### config.mk
export PLATFORM = sky130hd
export DESIGN_NAME = sms_top
export DESIGN_NICKNAME = d
export VERILOG_FILES = /design/src/hdl/sms_pkg.sv /design/src/hdl/sms_sync.sv /design/src/hdl/sms_fifo.sv /design/src/hdl/sms_top.sv
export VERILOG_INCLUDE_DIRS = /design/src /design/src/hdl
export SDC_FILE = /design/constraint.sdc
export NUM_CORES = 1
export LEC_CHECK = 0
export BUFFER_PORTS_ARGS = -buffer_cell sky130_fd_sc_hd__buf_2
export CAP_MARGIN = 30
export CORE_MARGIN = 10
export CORE_UTILIZATION = 60
export CTS_BUF_LIST = sky130_fd_sc_hd__clkbuf_4 sky130_fd_sc_hd__clkbuf_8
export CTS_CLUSTER_SIZE = 30
export DETAILED_ROUTE_END_ITERATION = 8
export PLACE_DENSITY = 0.86
export SLEW_MARGIN = 20
export SYNTH_ARGS = -nofsm -noshare
export SYNTH_HDL_FRONTEND = slang
export SYNTH_SLANG_ARGS = --single-unit
### constraint.sdc
create_clock -name clk -period 4.1 [get_ports clk]
set_input_delay 0.615 -clock clk [delete_from_list [all_inputs] [get_ports clk]]
set_output_delay 0.615 -clock clk [all_outputs]
set_load 0.01 [all_outputs]
### src/hdl/sms_defs.svh
`ifndef SMS_DEFS_SVH
`define SMS_DEFS_SVH

// byte width and receive buffer depth
`define SMS_DATA_W 8
`define SMS_FIFO_DEPTH 16

// sixteen clock edges make one byte
`define SMS_EDGE_LAST 4'hf

// highest usable rate code, and the half period of the fastest rate
`define SMS_RATE_MAX 3'h5
`define SMS_HALF_MIN 7'h02

// pin synchroniser layout: ss_n, sck, mosi, miso
`define SMS_PIN_W 4
`define SMS_PIN_RST 4'h8

// reset values of shifter, edge count and divider state
`define SMS_BYTE_RST 8'h00
`define SMS_EDGE_RST 4'h0
`define SMS_DIV_RST 7'h00

`endif

### src/hdl/sms_pkg.sv
package sms_pkg;

   // master side sequencer
   typedef enum logic {
      SMS_IDLE,
      SMS_XFER
   } sms_state_e;

endpackage : sms_pkg

### src/hdl/sms_sync.sv
`timescale 1ns/1ps
module sms_sync #(
   parameter int W = 4,
   parameter logic [W-1:0] RST = '0
) (
   input wire logic clk,
   input wire logic srst,
   input wire logic [W-1:0] din,
   output logic [W-1:0] dout
);

   genvar i;
   generate
      for (i = 0; i < W; i++) begin : g_bit
         logic s1_q, s2_q, s3_q, out_q;
         // stage one feeds stage two only; output follows once two and three agree
         always_ff @(posedge clk) begin
            if (srst) begin
               s1_q <= RST[i];
               s2_q <= RST[i];
               s3_q <= RST[i];
               out_q <= RST[i];
            end else begin
               s1_q <= din[i];
               s2_q <= s1_q;
               s3_q <= s2_q;
               if (s2_q == s3_q) begin
                  out_q <= s3_q;
               end
            end
         end
         assign dout[i] = out_q;
      end
   endgenerate

endmodule : sms_sync

### src/hdl/sms_fifo.sv
`timescale 1ns/1ps
module sms_fifo #(
   parameter int WIDTH = 8,
   parameter int DEPTH = 16
) (
   input wire logic clk,
   input wire logic srst,
   input wire logic in_valid,
   output logic in_ready,
   input wire logic [WIDTH-1:0] in_data,
   output logic out_valid,
   input wire logic out_ready,
   output logic [WIDTH-1:0] out_data
);

   localparam int AW = $clog2(DEPTH);
   localparam logic [AW:0] FULL = (AW + 1)'(DEPTH);

   logic [WIDTH-1:0] mem [DEPTH];
   logic [AW-1:0] wr_q, rd_q;
   logic [AW:0] cnt_q;
   wire push = in_valid & in_ready;
   wire pop = out_valid & out_ready;

   assign in_ready = (cnt_q != FULL);
   assign out_valid = (cnt_q != '0);
   assign out_data = mem[rd_q];

   // storage has no reset; only pointers and count need a defined value
   always_ff @(posedge clk) begin
      if (push) begin
         mem[wr_q] <= in_data;
      end
   end

   // pointers wrap at a power-of-two depth
   always_ff @(posedge clk) begin
      if (srst) begin
         wr_q <= '0;
         rd_q <= '0;
         cnt_q <= '0;
      end else begin
         if (push) wr_q <= wr_q + 1'b1;
         if (pop) rd_q <= rd_q + 1'b1;
         case ({push, pop})
            2'b10: cnt_q <= cnt_q + 1'b1;
            2'b01: cnt_q <= cnt_q - 1'b1;
            default: cnt_q <= cnt_q;
         endcase
      end
   end

endmodule : sms_fifo

### src/hdl/sms_top.sv
`timescale 1ns/1ps
`include "sms_defs.svh"
// Function
// - bytes shift most significant bit first, both directions
// - master starts each transfer and drives sck; slave answers on miso
// - soft select mode ignores the ss pin and uses the soft level
// - master select and enable stay set only while internal select high
// - slave phase 0 needs select high between bytes, else write collides
// - master sck uses one of six rates, fastest is clock over four
// - slave accepts an external serial clock
// - master data write loads shifter and starts sending on mosi
// - transfer end sets done flag, interrupt if enabled and unmasked
// - master clears done by status access then data read
// - data writes ignored while done set until status access
// - slave data write loads shifter, clocked out on miso by master sck
// - slave clears done by status access then data read or write
// - polarity and phase pick capture edge; phase 0 first, 1 second
// - master with select low sets mode fault, drops enable and master
// - write during transfer is dropped, sets collision flag, no interrupt
module sms_top (
   input wire logic clk,
   input wire logic srst,
   input wire logic [2:0] clock_rate_select,
   input wire logic clk_polarity,
   input wire logic clk_phase,
   input wire logic soft_select_mode,
   input wire logic soft_select_level,
   input wire logic transfer_irq_enable,
   input wire logic cpu_condition_code_mask,
   input wire logic serial_control_reg_wr,
   input wire logic ctrl_master_select,
   input wire logic ctrl_port_enable,
   input wire logic serial_ctrl_status_reg_acc,
   input wire logic serial_data_reg_wr,
   input wire logic [7:0] serial_data_reg_wdata,
   input wire logic serial_data_reg_rd,
   output logic [7:0] serial_data_reg_rdata,
   output logic rx_valid,
   output logic rx_full,
   output logic master_select,
   output logic port_enable,
   output logic transfer_done_flag,
   output logic mode_fault_flag,
   output logic write_collision_flag,
   output logic overrun_flag,
   output logic busy,
   output logic transfer_irq,
   input wire logic sck_in,
   output logic sck_out,
   output logic sck_oe,
   input wire logic mosi_in,
   output logic mosi_out,
   output logic mosi_oe,
   input wire logic miso_in,
   output logic miso_out,
   output logic miso_oe,
   input wire logic ss_n_in
);

   sms_pkg::sms_state_e state_q, state_d;
   logic master_select_q, en_q;
   logic done_q, seen_q, ovr_q, write_collision_flag_q, write_collision_flag_seen_q, mode_fault_flag_q, mode_fault_flag_seen_q;
   logic irq_q, dout_q, sck_tgl_q, sck_prev_q;
   logic [7:0] shreg_q;
   logic [3:0] edge_q;
   logic [6:0] div_q;
   logic [3:0] pin_s;
   logic rx_ready;
   logic [2:0] cap_dly_q, end_dly_q;
   logic [7:0] rx_q;
   localparam logic [3:0] PIN_RST = `SMS_PIN_RST;

   // pins pass the three-stage synchroniser before any use
   sms_sync #(
      .W(`SMS_PIN_W),
      .RST(`SMS_PIN_RST)
   ) u_sync (
      .clk(clk),
      .srst(srst),
      .din({ss_n_in, sck_in, mosi_in, miso_in}),
      .dout(pin_s)
   );

   wire ss_n_s = pin_s[3];
   wire sck_s = pin_s[2];
   wire mosi_s = pin_s[1];
   wire miso_s = pin_s[0];

   // internal select and mode decode
   wire ss_int = soft_select_mode ? soft_select_level : ss_n_s;
   wire is_master = master_select_q & en_q;
   wire is_slave = ~master_select_q & en_q;
   wire selected = is_slave & ~ss_int;
   wire mode_fault_flag_set = is_master & ~ss_int;

   // rate codes above the top one fall back to the slowest rate
   wire [2:0] rate = (clock_rate_select > `SMS_RATE_MAX) ? `SMS_RATE_MAX : clock_rate_select;
   wire [6:0] half = `SMS_HALF_MIN << rate;
   wire tick = is_master & (state_q == sms_pkg::SMS_XFER) & (div_q == half - 7'h01);

   // slave edges come from the filtered sck; a slow sck is assumed
   wire slv_edge = selected & (sck_s != sck_prev_q);
   wire sck_edge = is_master ? tick : slv_edge;
   wire sample = (edge_q[0] == clk_phase);
   wire last = sck_edge & (edge_q == `SMS_EDGE_LAST);
   wire din = is_master ? miso_s : mosi_s;
   wire [7:0] shifted = {shreg_q[6:0], din};

   // miso reaches us four clocks after our own sck edge, so the master reads
   // the bit for a sample edge three clocks later; without this the two
   // fastest rates would capture the previous bit
   wire cap_now = is_master ? cap_dly_q[2] : (sck_edge & sample);
   wire xfer_end = end_dly_q[2] | (last & ~is_master);
   wire [7:0] rx_in = {rx_q[6:0], din};
   wire [7:0] rx_byte = cap_now ? rx_in : rx_q;

   // phase 0 slave stays busy while selected so ss must rise between bytes
   wire slv_busy = selected & (~clk_phase | (edge_q != `SMS_EDGE_RST));
   wire xfer_busy = (state_q == sms_pkg::SMS_XFER) | slv_busy | (|end_dly_q);

   // write filtering: done-flag lockout, collisions, full receive buffer
   wire wr_block = done_q & ~seen_q;
   wire wr_collide = serial_data_reg_wr & xfer_busy;
   wire wr_ok = serial_data_reg_wr & ~xfer_busy & ~wr_block & en_q;
   wire load = wr_ok & (is_slave | rx_ready);
   wire start = load & is_master;

   // flag clear sequences
   wire data_acc = serial_data_reg_rd | serial_data_reg_wr;
   wire done_clr_ev = master_select_q ? serial_data_reg_rd : data_acc;
   wire done_clr = seen_q & done_clr_ev;
   wire done_d = xfer_end | (done_q & ~done_clr);
   wire ovr_set = xfer_end & done_q & ~done_clr;
   wire write_collision_flag_clr = write_collision_flag_seen_q & data_acc & ~wr_collide;
   wire mode_fault_flag_clr = mode_fault_flag_seen_q & serial_control_reg_wr;
   wire ctrl_ok = serial_control_reg_wr & (~mode_fault_flag_q | mode_fault_flag_seen_q);

   // master sequencer
   always_comb begin
      state_d = state_q;
      case (state_q)
         sms_pkg::SMS_IDLE: begin
            if (start) state_d = sms_pkg::SMS_XFER;
         end
         sms_pkg::SMS_XFER: begin
            if (~is_master | last) state_d = sms_pkg::SMS_IDLE;
         end
         default: state_d = sms_pkg::SMS_IDLE;
      endcase
   end

   always_ff @(posedge clk) begin
      if (srst) state_q <= sms_pkg::SMS_IDLE;
      else state_q <= state_d;
   end

   // sck divider and toggle; toggle returns to zero after sixteen edges
   always_ff @(posedge clk) begin
      if (srst | start | tick | (state_q != sms_pkg::SMS_XFER)) div_q <= `SMS_DIV_RST;
      else div_q <= div_q + 7'h01;
   end

   always_ff @(posedge clk) begin
      if (srst | ~is_master) sck_tgl_q <= 1'b0;
      else if (tick) sck_tgl_q <= ~sck_tgl_q;
   end

   always_ff @(posedge clk) begin
      if (srst) sck_prev_q <= PIN_RST[2];
      else sck_prev_q <= sck_s;
   end

   // edge count restarts whenever no byte can be in progress
   always_ff @(posedge clk) begin
      if (srst | start | ~(is_master | selected)) edge_q <= `SMS_EDGE_RST;
      else if (sck_edge) edge_q <= edge_q + 4'h1;
   end

   // shifter: capture on sample edges, drive next bit on the other edges
   always_ff @(posedge clk) begin
      if (srst) begin
         shreg_q <= `SMS_BYTE_RST;
         dout_q <= 1'b0;
      end else if (load) begin
         shreg_q <= serial_data_reg_wdata;
         dout_q <= serial_data_reg_wdata[7];
      end else if (sck_edge & sample) begin
         shreg_q <= shifted;
      end else if (sck_edge) begin
         dout_q <= shreg_q[7];
      end
   end

   // delay lines align master capture and byte end with the lagging miso;
   // the port stays busy until the last bit has landed
   always_ff @(posedge clk) begin
      if (srst) begin
         cap_dly_q <= 3'h0;
         end_dly_q <= 3'h0;
      end else begin
         cap_dly_q <= {cap_dly_q[1:0], is_master & tick & sample};
         end_dly_q <= {end_dly_q[1:0], is_master & last};
      end
   end

   // receive shifter kept apart from the send shifter, which shifts on the undelayed sample edges
   always_ff @(posedge clk) begin
      if (srst) rx_q <= `SMS_BYTE_RST;
      else if (cap_now) rx_q <= rx_in;
   end

   // received bytes queue up; a slave byte is lost if the buffer is full
   sms_fifo #(
      .WIDTH(`SMS_DATA_W),
      .DEPTH(`SMS_FIFO_DEPTH)
   ) u_rx_fifo (
      .clk(clk),
      .srst(srst),
      .in_valid(xfer_end),
      .in_ready(rx_ready),
      .in_data(rx_byte),
      .out_valid(rx_valid),
      .out_ready(serial_data_reg_rd),
      .out_data(serial_data_reg_rdata)
   );

   // control bits: mode fault wins, writes refused while fault pending
   always_ff @(posedge clk) begin
      if (srst) begin
         master_select_q <= 1'b0;
         en_q <= 1'b0;
      end else if (mode_fault_flag_set) begin
         master_select_q <= 1'b0;
         en_q <= 1'b0;
      end else if (ctrl_ok) begin
         master_select_q <= ctrl_master_select;
         en_q <= ctrl_port_enable;
      end
   end

   // done flag and its status-access half of the clear sequence
   always_ff @(posedge clk) begin
      if (srst) begin
         done_q <= 1'b0;
         seen_q <= 1'b0;
      end else begin
         done_q <= done_d;
         seen_q <= done_d & ~xfer_end & (seen_q | (serial_ctrl_status_reg_acc & done_q));
      end
   end

   // error flags; a setting event always beats a clear in the same cycle
   always_ff @(posedge clk) begin
      if (srst) begin
         ovr_q <= 1'b0;
         write_collision_flag_q <= 1'b0;
         write_collision_flag_seen_q <= 1'b0;
         mode_fault_flag_q <= 1'b0;
         mode_fault_flag_seen_q <= 1'b0;
      end else begin
         ovr_q <= ovr_set | (ovr_q & ~serial_ctrl_status_reg_acc);
         write_collision_flag_q <= wr_collide | (write_collision_flag_q & ~write_collision_flag_clr);
         write_collision_flag_seen_q <= ~wr_collide & ~write_collision_flag_clr &
            (write_collision_flag_seen_q | (serial_ctrl_status_reg_acc & write_collision_flag_q));
         mode_fault_flag_q <= mode_fault_flag_set | (mode_fault_flag_q & ~mode_fault_flag_clr);
         mode_fault_flag_seen_q <= ~mode_fault_flag_set & ~mode_fault_flag_clr &
            (mode_fault_flag_seen_q | (serial_ctrl_status_reg_acc & mode_fault_flag_q));
      end
   end

   // collision has no interrupt of its own
   always_ff @(posedge clk) begin
      if (srst) irq_q <= 1'b0;
      else irq_q <= transfer_irq_enable & ~cpu_condition_code_mask &
         (done_q | mode_fault_flag_q | ovr_q);
   end

   // pin drive: master owns sck and mosi, selected slave owns miso
   assign sck_out = clk_polarity ^ sck_tgl_q;
   assign sck_oe = is_master;
   assign mosi_out = dout_q;
   assign mosi_oe = is_master;
   assign miso_out = dout_q;
   assign miso_oe = selected;

   // status outputs
   assign rx_full = ~rx_ready;
   assign master_select = master_select_q;
   assign port_enable = en_q;
   assign transfer_done_flag = done_q;
   assign mode_fault_flag = mode_fault_flag_q;
   assign write_collision_flag = write_collision_flag_q;
   assign overrun_flag = ovr_q;
   assign busy = xfer_busy;
   assign transfer_irq = irq_q;

endmodule : sms_top

== Yosys cells after proc, flatten, opt, wreduce, memory -nomap -nowiden ==
Memories as Yosys holds them, arrays and structs flattened. A register that Yosys moved wholly into a read port is not among the register bits.
Index checks and enable logic that the tools add are counted.
Word-level totals
  register bits: 76
  RAM bits: 128
  latch bits: 0
  ROM bits: 0
  memories: 1
Cells by class
  multiply operators: 0
  shift operators: 1
  eq/ne operators: 12
  reductions and logical operators: 8
  divide/modulo/power cells: 0
  add/sub/neg operators: 7
  bitwise logic cells: 89
  order comparisons: 1
  muxes and demuxes: 20
Memories
  u_rx_fifo.mem: words 16, bits a word 8, rd ports 1, clocked after Yosys merged registers in 1, wr ports 1, RTL line sms_fifo.sv:19  | logic [WIDTH-1:0] mem [DEPTH];
Operator list (number)
  $and 1x1->1: 45
  $mux 8: 3
  $or 1x1->1: 23
  $not 1->1: 20
  $add 4x1->4 const B: 3
  $mux 1: 12
  $pmux 5 s2: 1
  $mux 4: 2
  $add 7x1->7 const B: 1
  $eq 7x7->1: 1
  $shl 2x3->7 const A: 1
  $sub 7x1->7 const B: 1
  $reduce_bool 2->1: 3
  $add 5x1->5 const B: 1
  $eq 1x1->1: 5
  $ne 5x5->1 const B: 1
  $reduce_bool 5->1: 1
  $sub 5x1->5 const B: 1
  $eq 4x4->1 const B: 1
  $reduce_bool 4->1: 1
  $gt 3x3->1 const B: 1
  $mux 3: 1
  $reduce_or 3->1: 1
  $eq 2x1->1 const B: 1
  7 further kinds: 7

== Depth between registers and ports, before layout ==
Gate-level depths: netlist (run 1).
  depth after elaboration: 15
  mapped depth: 15

== By module ==
From an unflattened synthesis (run 1), not the netlist that was laid out.
Second synthesis, totals
  cells, all modules: 637
  area total of the unflattened synthesis: 8748.4 um^2
By module, submodules not included
  sms_fifo: instances 1, cells an instance 330, area each 5876.9 um^2
  sms_top: instances 1, cells an instance 262, area each 2369.8 um^2
  sms_sync: instances 1, cells an instance 45, area each 501.7 um^2

== Least setup slack after synthesis (run 1) ==
No wires, ideal clock.
  path type: input -> register
  start point: input port soft_select_mode
  end point: register u_rx_fifo.cnt_q[4]
  library setup time: 70 ps
  slack: 642 ps
  arrival time: 3388 ps
  stages on the path: 14
  cells stage by stage: mux2i_1 nand4_1 o31ai_4 inv_2 ha_1 clkbuf_1 xor2_1 ha_1 o21a_1 o22a_1 a21oi_1 xor2_1 or3_1 a21oi_1
On the way
  word-level cells in the longest chain between the ends: 11
RTL lines
  start: declaration: RTL line sms_top.sv:26  | input wire logic soft_select_mode,
  $mux 1 (*): RTL line sms_top.sv:90  | wire ss_int = soft_select_mode ? soft_select_level : ss_n_s;
  $not 1->1 (*): RTL line sms_top.sv:93  | wire selected = is_slave & ~ss_int;
  $and 1x1->1 (*): RTL line sms_top.sv:93
  $and 1x1->1 (*): RTL line sms_top.sv:102  | wire slv_edge = selected & (sck_s != sck_prev_q);
  $mux 1 (*): RTL line sms_top.sv:103  | wire sck_edge = is_master ? tick : slv_edge;
  $and 1x1->1 (*): RTL line sms_top.sv:105  | wire last = sck_edge & (edge_q == `SMS_EDGE_LAST);
  $and 1x1->1 (*): RTL line sms_top.sv:113  | wire xfer_end = end_dly_q[2] | (last & ~is_master);
  $or 1x1->1 (*): RTL line sms_top.sv:113
  $and 1x1->1 (*): RTL line sms_fifo.sv:22  | wire push = in_valid & in_ready;
  $eq 2x1->1 or $eq 2x2->1 (tied branches): RTL line sms_fifo.sv:45  | case ({push, pop})
  $pmux 5 s2 or $reduce_bool 2->1 (tied branches)
  end signal: assignment: RTL line sms_fifo.sv:46  | 2'b10: cnt_q <= cnt_q + 1'b1;
  end signal: assignment: RTL line sms_fifo.sv:47  | 2'b01: cnt_q <= cnt_q - 1'b1;
  end signal: assignment: RTL line sms_fifo.sv:48  | default: cnt_q <= cnt_q;
  end: declaration: RTL line sms_fifo.sv:21  | logic [AW:0] cnt_q;
Mark *: on every way between the ends. The rest lies on a longest branch, timed or not.
A chain may end at the register's enable or synchronous reset.

== Worst setup path in the final report (run 1) ==
  start point: register u_rx_fifo.cnt_q[1]
  end point: register u_rx_fifo.cnt_q[4]
On the way
  word-level cells in the longest chain between the ends: 4
RTL lines (RTL line)
  $ne 5x5->1 or $reduce_bool 5->1 (tied branches): sms_fifo.sv:25, sms_fifo.sv:26
  $and 1x1->1 (on tied branches): sms_fifo.sv:22, sms_fifo.sv:23
  $eq 2x1->1 or $eq 2x2->1 (tied branches): sms_fifo.sv:45
  $pmux 5 s2 or $reduce_bool 2->1 (tied branches)
Parallel ways exist; a longest one is shown, timed or not.

==> out/metrics.csv, run 1 <==
stage,metric,value,unit
status,status,finished clean,
setup_path,Crit path arrival time,4.01,ns
setup_path,CP Class,flip-flop to flip-flop,
layout,Layout fillers,935,
floorplan,FP Rows,43,
logic_synthesis,syn avg cell area,14.7,um^2
timing,Final Hold Viols,0,
floorplan,DIE AREA,0.0190,mm^2
timing,Max-slew headroom,0.399,
timing,Final min period,3.53,ns
setup_path,crit start category,flip-flop,
timing,fmax,283,MHz
placed_design,Port Buf Inserts,52,
timing,count of final setup violators,0,
logic_synthesis,mux contribution to synthesized area,0.127,
setup_path,WP buf/inv,1,
clock_tree,CTS Buf Count,31,
logic_synthesis,Post-synth EDFFs,128,
clock_tree,"Clk Latency, worst-skew pair",0.54,ns
floorplan,die width,138,um
route,DR DRC count,0,
worst_hold_path,worst min-delay path startpoint,cpu_condition_code_mask,
layout,nets,676,
worst_hold_path,Cells on Worst Hold Path,2,
route,vias per cell,5.88,
clock_tree,CTS tree,done,
layout,"most common cell after layout, fill and taps aside",edfxtp_1,
floorplan,Initial Utilization,0.606,
setup_path,crit path cell chain,"or4_1, o21ai_0, o31ai_4, inv_2, ha_1, xor2_1, ha_1, a21boi_0, o22a_1, a21oi_1, xor2_1, or3_1, a21oi_1",
setup_path,"Slowest-stage cell, CP",or4_1,
logic_synthesis,Post-synth ARST share,0,
setup_path,"Largest stage delay, worst path",0.60,ns
layout,most frequent cells in the layout,"edfxtp_1 (128), dfxtp_1 (79), buf_2 (52)",
clock_tree,CTS HTree Levels,1,
logic_synthesis,post-synthesis sequential area ratio,0.652,
route,Vias,4933,
global_routing,total grt overflow,0,
setup_path,Worst R2R Path Depth,13,
logic_synthesis,syn nets,607,
route,number of DRC markers in iteration 0,386,
timing,unrepaired setup endpoints after global routing,false,
logic_synthesis,Ys Warns,0,
route,WL final,16700,um
floorplan,Die Y,138,um
clock_tree,CTS sink cnt,208,
route,DRT Pass-1 Iters,4,
logic_synthesis,largest family of logic cells by synthesized area,multiplexers,
clock_tree,clock tree buffer depth,3,
logic_synthesis,simple-gate share of the synthesized area,0.0874,
logic_synthesis,cell count after synthesis,566,
logic_synthesis,dominant cell type by area after synthesis,edfxtp_1,
placed_design,placed instance count,781,
clock_tree,Post-CTS Setup Inserts,0,
placed_design,RD Place Congestion,0.854,
logic_synthesis,synth top area cells,"edfxtp_1 (46%), dfxtp_1 (19%), mux4_2 (11%)",
worst_hold_path,HP Class,input pin to flip-flop,
setup_path,Critical Path End Type,flip-flop,
layout,ANT cells,0,
worst_hold_path,Hold Path Sink,transfer_irq,
logic_synthesis,dominant synthesized flop cell,edfxtp_1,
layout,Layout area overhead,13.8,%
layout,Layout Cells excl Fill,839,
floorplan,IO Count,53,
clock_tree,Clock transition at path regs,0.07,ns
setup_path,reg2reg end,u_rx_fifo.cnt_q[4],
logic_synthesis,Synth cell types,60,
setup_path,register-to-register setup slack,0.57,ns
timing,Setup TNS,0,ns
route,Avg WL per Cell,19.9,um
logic_synthesis,share of the synthesized area in the top cell type,0.460,
power,Pleak,0.00317,uW
power,"Power, Total",4140,uW
logic_synthesis,xor and xnor area share after synthesis,0.0231,
global_routing,GR Util All Layers,0.180,
setup_path,RR Startpoint,u_rx_fifo.cnt_q[1],
global_routing,initial antenna violation count,0,
setup_path,worst path required time,4.58,ns
clock_tree,"Hold-fix buffers, CTS",0,
logic_synthesis,post-synthesis instance area,0.00835,mm^2
timing,Final period util,0.861,
logic_synthesis,#FFs+latches synth,208,
setup_path,Max Fanout on Critical Path,9,
layout,layout cell share with drive strength beyond 1,0.284,
power,VDD IR max,0.274,mV
clock_tree,CTS Root Cell,clkbuf_8,
clock_tree,CTS resizes,0,
global_routing,largest net degree at the start of global routing,40,
logic_synthesis,Adder-Cell Fraction of Synth Area,0.0180,
logic_synthesis,Compound-Gate Fraction of Synth Area,0.0686,
global_routing,number of global-route vias before repair,5164,
timing,fin. max-slew vios,0,
placed_design,dpl hpwl,11400,um
global_routing,global-route wire length before repair,26900,um
timing,worst-margin pin slew,0.901,ns
floorplan,Core Footprint,0.0138,mm^2
power,power per cell area,436,mW/mm^2
route,ANT nets after route,0,
job,max-cap violation count,0,
layout,Final Util,0.690,
setup_path,Critical Path Start,u_rx_fifo.cnt_q[1],
setup_path,"delay-heaviest family, CP",compound AO/OA/AOI/OAI gates,
timing,Setup Skew,0.0110,ns
[Yosys cell counts (3+ instances only)]
| cell | instances |
|---|---|
| mux4_2 | 40 |
| nor2_1 | 50 |
| ha_1 | 12 |
| xor2_1 | 15 |
| buf_4 | 3 |
| nor3_1 | 6 |
| a311oi_2 | 6 |
| nor2b_1 | 26 |
| nand3_1 | 13 |
| mux2i_1 | 6 |
| o21ai_1 | 5 |
| edfxtp_1 | 128 |
| nand4_1 | 4 |
| dfxtp_1 | 80 |
| o21ai_0 | 21 |
| inv_1 | 15 |
| clkbuf_1 | 14 |
| or2_2 | 3 |
| or3_1 | 4 |
| a21oi_1 | 17 |
| buf_2 | 6 |
| nand2b_1 | 5 |
| nand2_1 | 23 |
| xnor2_1 | 7 |
| mux2_2 | 9 |
[per-layer routing]
layer | share of wire | vias to the layer above | GRT usage | wire, um
met1 | 0.40 | 2467 | 0.216 | 6740
li1 | - | 2271 | - | -
met2 | 0.53 | 167 | 0.320 | 8780
met3 | 0.051 | 28 | 0.0344 | 852
met5 | 0 | - | 0 | 0
met4 | 0.021 | 0 | 0.0579 | 349
[sequential cells by signal, summed over array words and instances, names as in the netlist, 5 cells and up, named ones only]
signal / flops
div_q: 7
rx_q: 8
u_rx_fifo.cnt_q: 5
u_rx_fifo.mem: 128
shreg_q: 8
[worst max path at each step]
stage | endpoint | slack (ns) | depth (start not counted)
final | u_rx_fifo.cnt_q[4] | 0.57 | 13
after global routing | u_rx_fifo.cnt_q[4] | 0.31 | 13
after CTS | u_rx_fifo.cnt_q[4] | 0.59 | 13
after detailed placement | u_rx_fifo.cnt_q[4] | 0.34 | 14
after global placement | u_rx_fifo.cnt_q[4] | 0.46 | 14
after floorplan | u_rx_fifo.cnt_q[4] | 0.64 | 14
[worst reg2reg max path: stages (launching register included)]
cell	delay, ns
dfxtp_1	0.39
or4_1	0.60
o21ai_0	0.35
o31ai_4	0.09
inv_2	0.10
ha_1	0.37
xor2_1	0.19
ha_1	0.22
a21boi_0	0.28
o22a_1	0.19
a21oi_1	0.07
xor2_1	0.15
or3_1	0.32
a21oi_1	0.14
[metrics by stage]
| step | worst slack (ns) | hold WS [ns] | area [um^2] |
|---|---|---|---|
| floorplan | 0.642 | 0.389 | 8350 |
| global placement | 0.459 | 0.396 | 8770 |
| detailed placement | 0.339 | 0.400 | 8770 |
| CTS | 0.593 | 0.197 | 9490 |
| global route | 0.310 | 0.226 | 9500 |
| finish | 0.569 | 0.232 | 9500 |
[logic make-up (layout without fill, tap and decap cells)]
| group | Yosys count | count (layout) |
|---|---|---|
| AOI/OAI and AO/OA | 79 | 79 |
| buffers and inverters | 43 | 136 |
| xor gates and xnor gates | 22 | 22 |
| adders and majority gates | 12 | 12 |
| DFF | 208 | 208 |
| and+or+nand+nor | 147 | 147 |
| muxes | 55 | 55 |
[where the power goes]
| part | leakage (uW) | total [uW] | switching (uW) | internal (uW) |
|---|---|---|---|---|
| clock network | 0.000387 | 1860 | 770 | 1090 |
| registers | 0.00172 | 2210 | 6.33 | 2200 |
| logic | 0.00107 | 67.0 | 39.8 | 27.2 |
| total | 0.00317 | 4140 | 816 | 3320 |
[cell type report]
class | instances | area [um^2] | share of cell area
clock buffers | 42 | 566 | 0.0595
clock inverters | 15 | 154 | 0.0162
inverters | 16 | 60.1 | 0.00632
multi-input cells | 315 | 2710 | 0.285
flip-flops and latches | 208 | 5450 | 0.573
well taps | 180 | 225 | 0.0237
repair buffers | 63 | 343 | 0.0361
Power figures use the tool's default switching activity.
==> inputs of run 2 (changes only) <==
--- a/config.mk
+++ b/config.mk
@@ -13,7 +13,9 @@
 export CTS_BUF_LIST = sky130_fd_sc_hd__clkbuf_4 sky130_fd_sc_hd__clkbuf_8
 export CTS_CLUSTER_SIZE = 30
 export DETAILED_ROUTE_END_ITERATION = 8
+export GPL_TIMING_DRIVEN = 0
 export PLACE_DENSITY = 0.86
+export RECOVER_POWER = 100
 export SLEW_MARGIN = 20
 export SYNTH_ARGS = -nofsm -noshare
 export SYNTH_HDL_FRONTEND = slang
==> out/metrics.csv, run 2 (synthesis gave the netlist of run 1 again) <==
stage,metric,value,unit,change
setup_path,"Largest stage delay, worst path",0.58,ns,-0.02 ns
layout,Biggest register,u_rx_fifo.mem,,
timing,Setup Skew,0.0285,ns,+0.0175 ns
layout,ANT cells,0,,unchanged
power,internal power,3220,uW,-3.0%
power,part of the power in combinational logic,0.017,,about the same
setup_path,crit start category,flip-flop,,
layout,most frequent cells in the layout,"edfxtp_1 (128), dfxtp_1 (80), nor2_1 (51)",,
route,DR DRC count,0,,unchanged
clock_tree,CTS HTree Levels,2,,+1
setup_path,CP Class,flip-flop to flip-flop,,
placed_design,Post-DP Area,0.00886,mm^2,+0.93%
power,power per cell area,427,mW/mm^2,-1.9%
layout,max FFs per register,128,,unchanged
clock_tree,CTS tree,done,,
power,VDD IR max,0.336,mV,+23%
timing,Max-slew headroom,0.0276,,-0.371
layout,largest registers,"u_rx_fifo.mem: 128 flops, rx_q: 8 flops, shreg_q: 8 flops",,
layout,Layout Cells excl Fill,856,,+2.0%
timing,fin. max-slew vios,0,,unchanged
route,DRT Pass-1 Iters,5,,+1
layout,nets,695,,+2.8%
global_routing,number of global-route vias before repair,5318,,+3.0%
clock_tree,CTS resizes,0,,unchanged
global_routing,GR Util All Layers,0.191,,+0.0108
placed_design,Port Buf Inserts,51,,-1.9%
clock_tree,clock tree buffer depth,3,,unchanged
timing,Final min period,3.75,ns,+0.214 ns
power,Switching Fraction,0.202,,+0.00478
clock_tree,CTS Root Cell,clkbuf_8,,
floorplan,Initial Utilization,0.606,,unchanged
worst_hold_path,HP Class,input pin to flip-flop,,
layout,"most common cell after layout, fill and taps aside",edfxtp_1,,
timing,Final Hold Viols,0,,unchanged
clock_tree,CTS Buf Count,34,,+9.7%
setup_path,crit path cell chain,"buf_2, or4_1, o21ai_0, o31ai_4, inv_1, ha_1, clkbuf_1, xor2_1, ha_1, o21a_1, o22a_1, a21oi_1, xor2_1, or3_1, a21oi_1",,
route,Vias,5083,,+3.0%
layout,layout cell share with drive strength beyond 1,0.216,,-0.0678
setup_path,worst path required time,4.54,ns,-0.04 ns
floorplan,FP Rows,43,,unchanged
global_routing,total grt overflow,0,,unchanged
layout,Layout fillers,958,,+2.5%
clock_tree,Clock transition at path regs,0.06,ns,about the same
placed_design,RD Place Congestion,0.862,,+0.88%
status,status,finished clean,,
route,Avg WL per Cell,20.6,um,+3.3%
layout,Layout area overhead,13.2,%,
clock_tree,Post-CTS Setup Inserts,0,,unchanged
timing,worst-margin pin slew,1.45,ns,+0.547 ns
global_routing,initial antenna violation count,0,,unchanged
power,register share of total power,0.548,,+0.014
setup_path,Critical Path End Type,flip-flop,,
placed_design,placed instance count,798,,+2.2%
global_routing,largest net degree at the start of global routing,18,,-55%
layout,post-route cell area,0.00945,mm^2,-0.55%
clock_tree,"Clk Latency, worst-skew pair",0.51,ns,-0.03 ns
timing,Final period util,0.913,,+0.0523
floorplan,die width,138,um,unchanged
power,power share of the clock group,0.435,,-0.015
power,Pleak,0.00308,uW,-3.0%
timing,unrepaired setup endpoints after global routing,false,,
job,max-cap violation count,0,,unchanged
route,number of DRC markers in iteration 0,467,,+21%
setup_path,Max Fanout on Critical Path,8,,-1
floorplan,Die Y,138,um,unchanged
floorplan,IO Count,53,,unchanged
floorplan,Core Footprint,0.0138,mm^2,unchanged
route,WL final,17600,um,+5.4%
placed_design,dpl hpwl,12000,um,+5.6%
timing,count of final setup violators,0,,unchanged
power,Net Sw Power,815,uW,about the same
route,ANT nets after route,0,,unchanged
route,vias per cell,5.94,,+0.99%
floorplan,DIE AREA,0.0190,mm^2,unchanged
global_routing,global-route wire length before repair,28200,um,+4.9%
setup_path,"Slowest-stage cell, CP",or4_1,,
clock_tree,CTS sink cnt,208,,unchanged
clock_tree,"Hold-fix buffers, CTS",0,,unchanged
timing,fmax,267,MHz,-5.7%
setup_path,Crit path arrival time,4.19,ns,+0.18 ns
-- run 2: changes by cell type in the layout (fill, tap and decap cells not counted), moves of 9 or more --
| cell | change |
|---|---|
| clkinv_2 | -9 |
| clkbuf_1 | +39 |
| clkbuf_4 | +10 |
| buf_2 | -19 |
| buf_4 | -9 |
-- run 2: critical path, delay by kind of cell, from the launching register on --
family          cells  cell delay, ns
compound gates      6            1.16
simple gates        2            0.90
buf+inv             3            0.65
fa+ha+maj           2            0.43
flops               1            0.30
xor+xnor            2            0.26
-- run 2: layout make-up --
type | count | area (um^2) | area share
Clock buffer | 51 | 633 | 0.0670
Clock inverter | 7 | 38.8 | 0.00410
Sequential cell | 208 | 5450 | 0.576
Inverter | 16 | 60.1 | 0.00636
Timing Repair Buffer | 52 | 233 | 0.0246
Multi-Input combinational cell | 315 | 2680 | 0.284
Buffer | 27 | 131 | 0.0139
Tap cell | 180 | 225 | 0.0238
-- run 2: per-stage QoR --
stage / util / setup TNS, ns / setup slack (ns) / power, uW / hold slack (ns)
detailed placement: 0.643 / -0.0228 / -0.0228 / 2330 / 0.410
global placement: 0.641 / 0 / 0.127 / 2330 / 0.395
global route: 0.686 / 0 / 0.0891 / 4170 / 0.264
CTS: 0.692 / 0 / 0.351 / 4060 / 0.263
finish: 0.686 / 0 / 0.355 / 4040 / 0.286
floorplan: - / 0 / 0.642 / 2300 / 0.389
-- run 2: metal layers --
metal,GRT usage,wire length [um],vias up
li1,-,-,2306
met1,0.231,6930,2526
met2,0.329,9190,225
met3,0.0489,1200,26
met4,0.0591,300,0
met5,0,0,-
-- run 2: path summary, 6_finish.rpt --
check	start	to	slack (ns)	cells past startpoint
setup / recovery	u_rx_fifo.cnt_q[1]	u_rx_fifo.cnt_q[4]	0.35	15
hold / removal	cpu_condition_code_mask	transfer_irq	0.29	2
setup reg to reg	u_rx_fifo.cnt_q[1]	u_rx_fifo.cnt_q[4]	0.35	15
hold reg to reg	u_sync.g_bit[3].s1_q	u_sync.g_bit[3].s2_q	0.42	1
-- run 2: power by group through the flow --
stage / combinational, uW / sequential (uW) / clock, uW
2_1_floorplan: 39.9 / 2260 / 0
3_3_place_gp: 69.7 / 2260 / 0
3_5_place_dp: 71.7 / 2260 / 0
4_1_cts: 72.7 / 2210 / 1770
5_1_grt: 77.6 / 2210 / 1880
6_report: 70.3 / 2210 / 1750
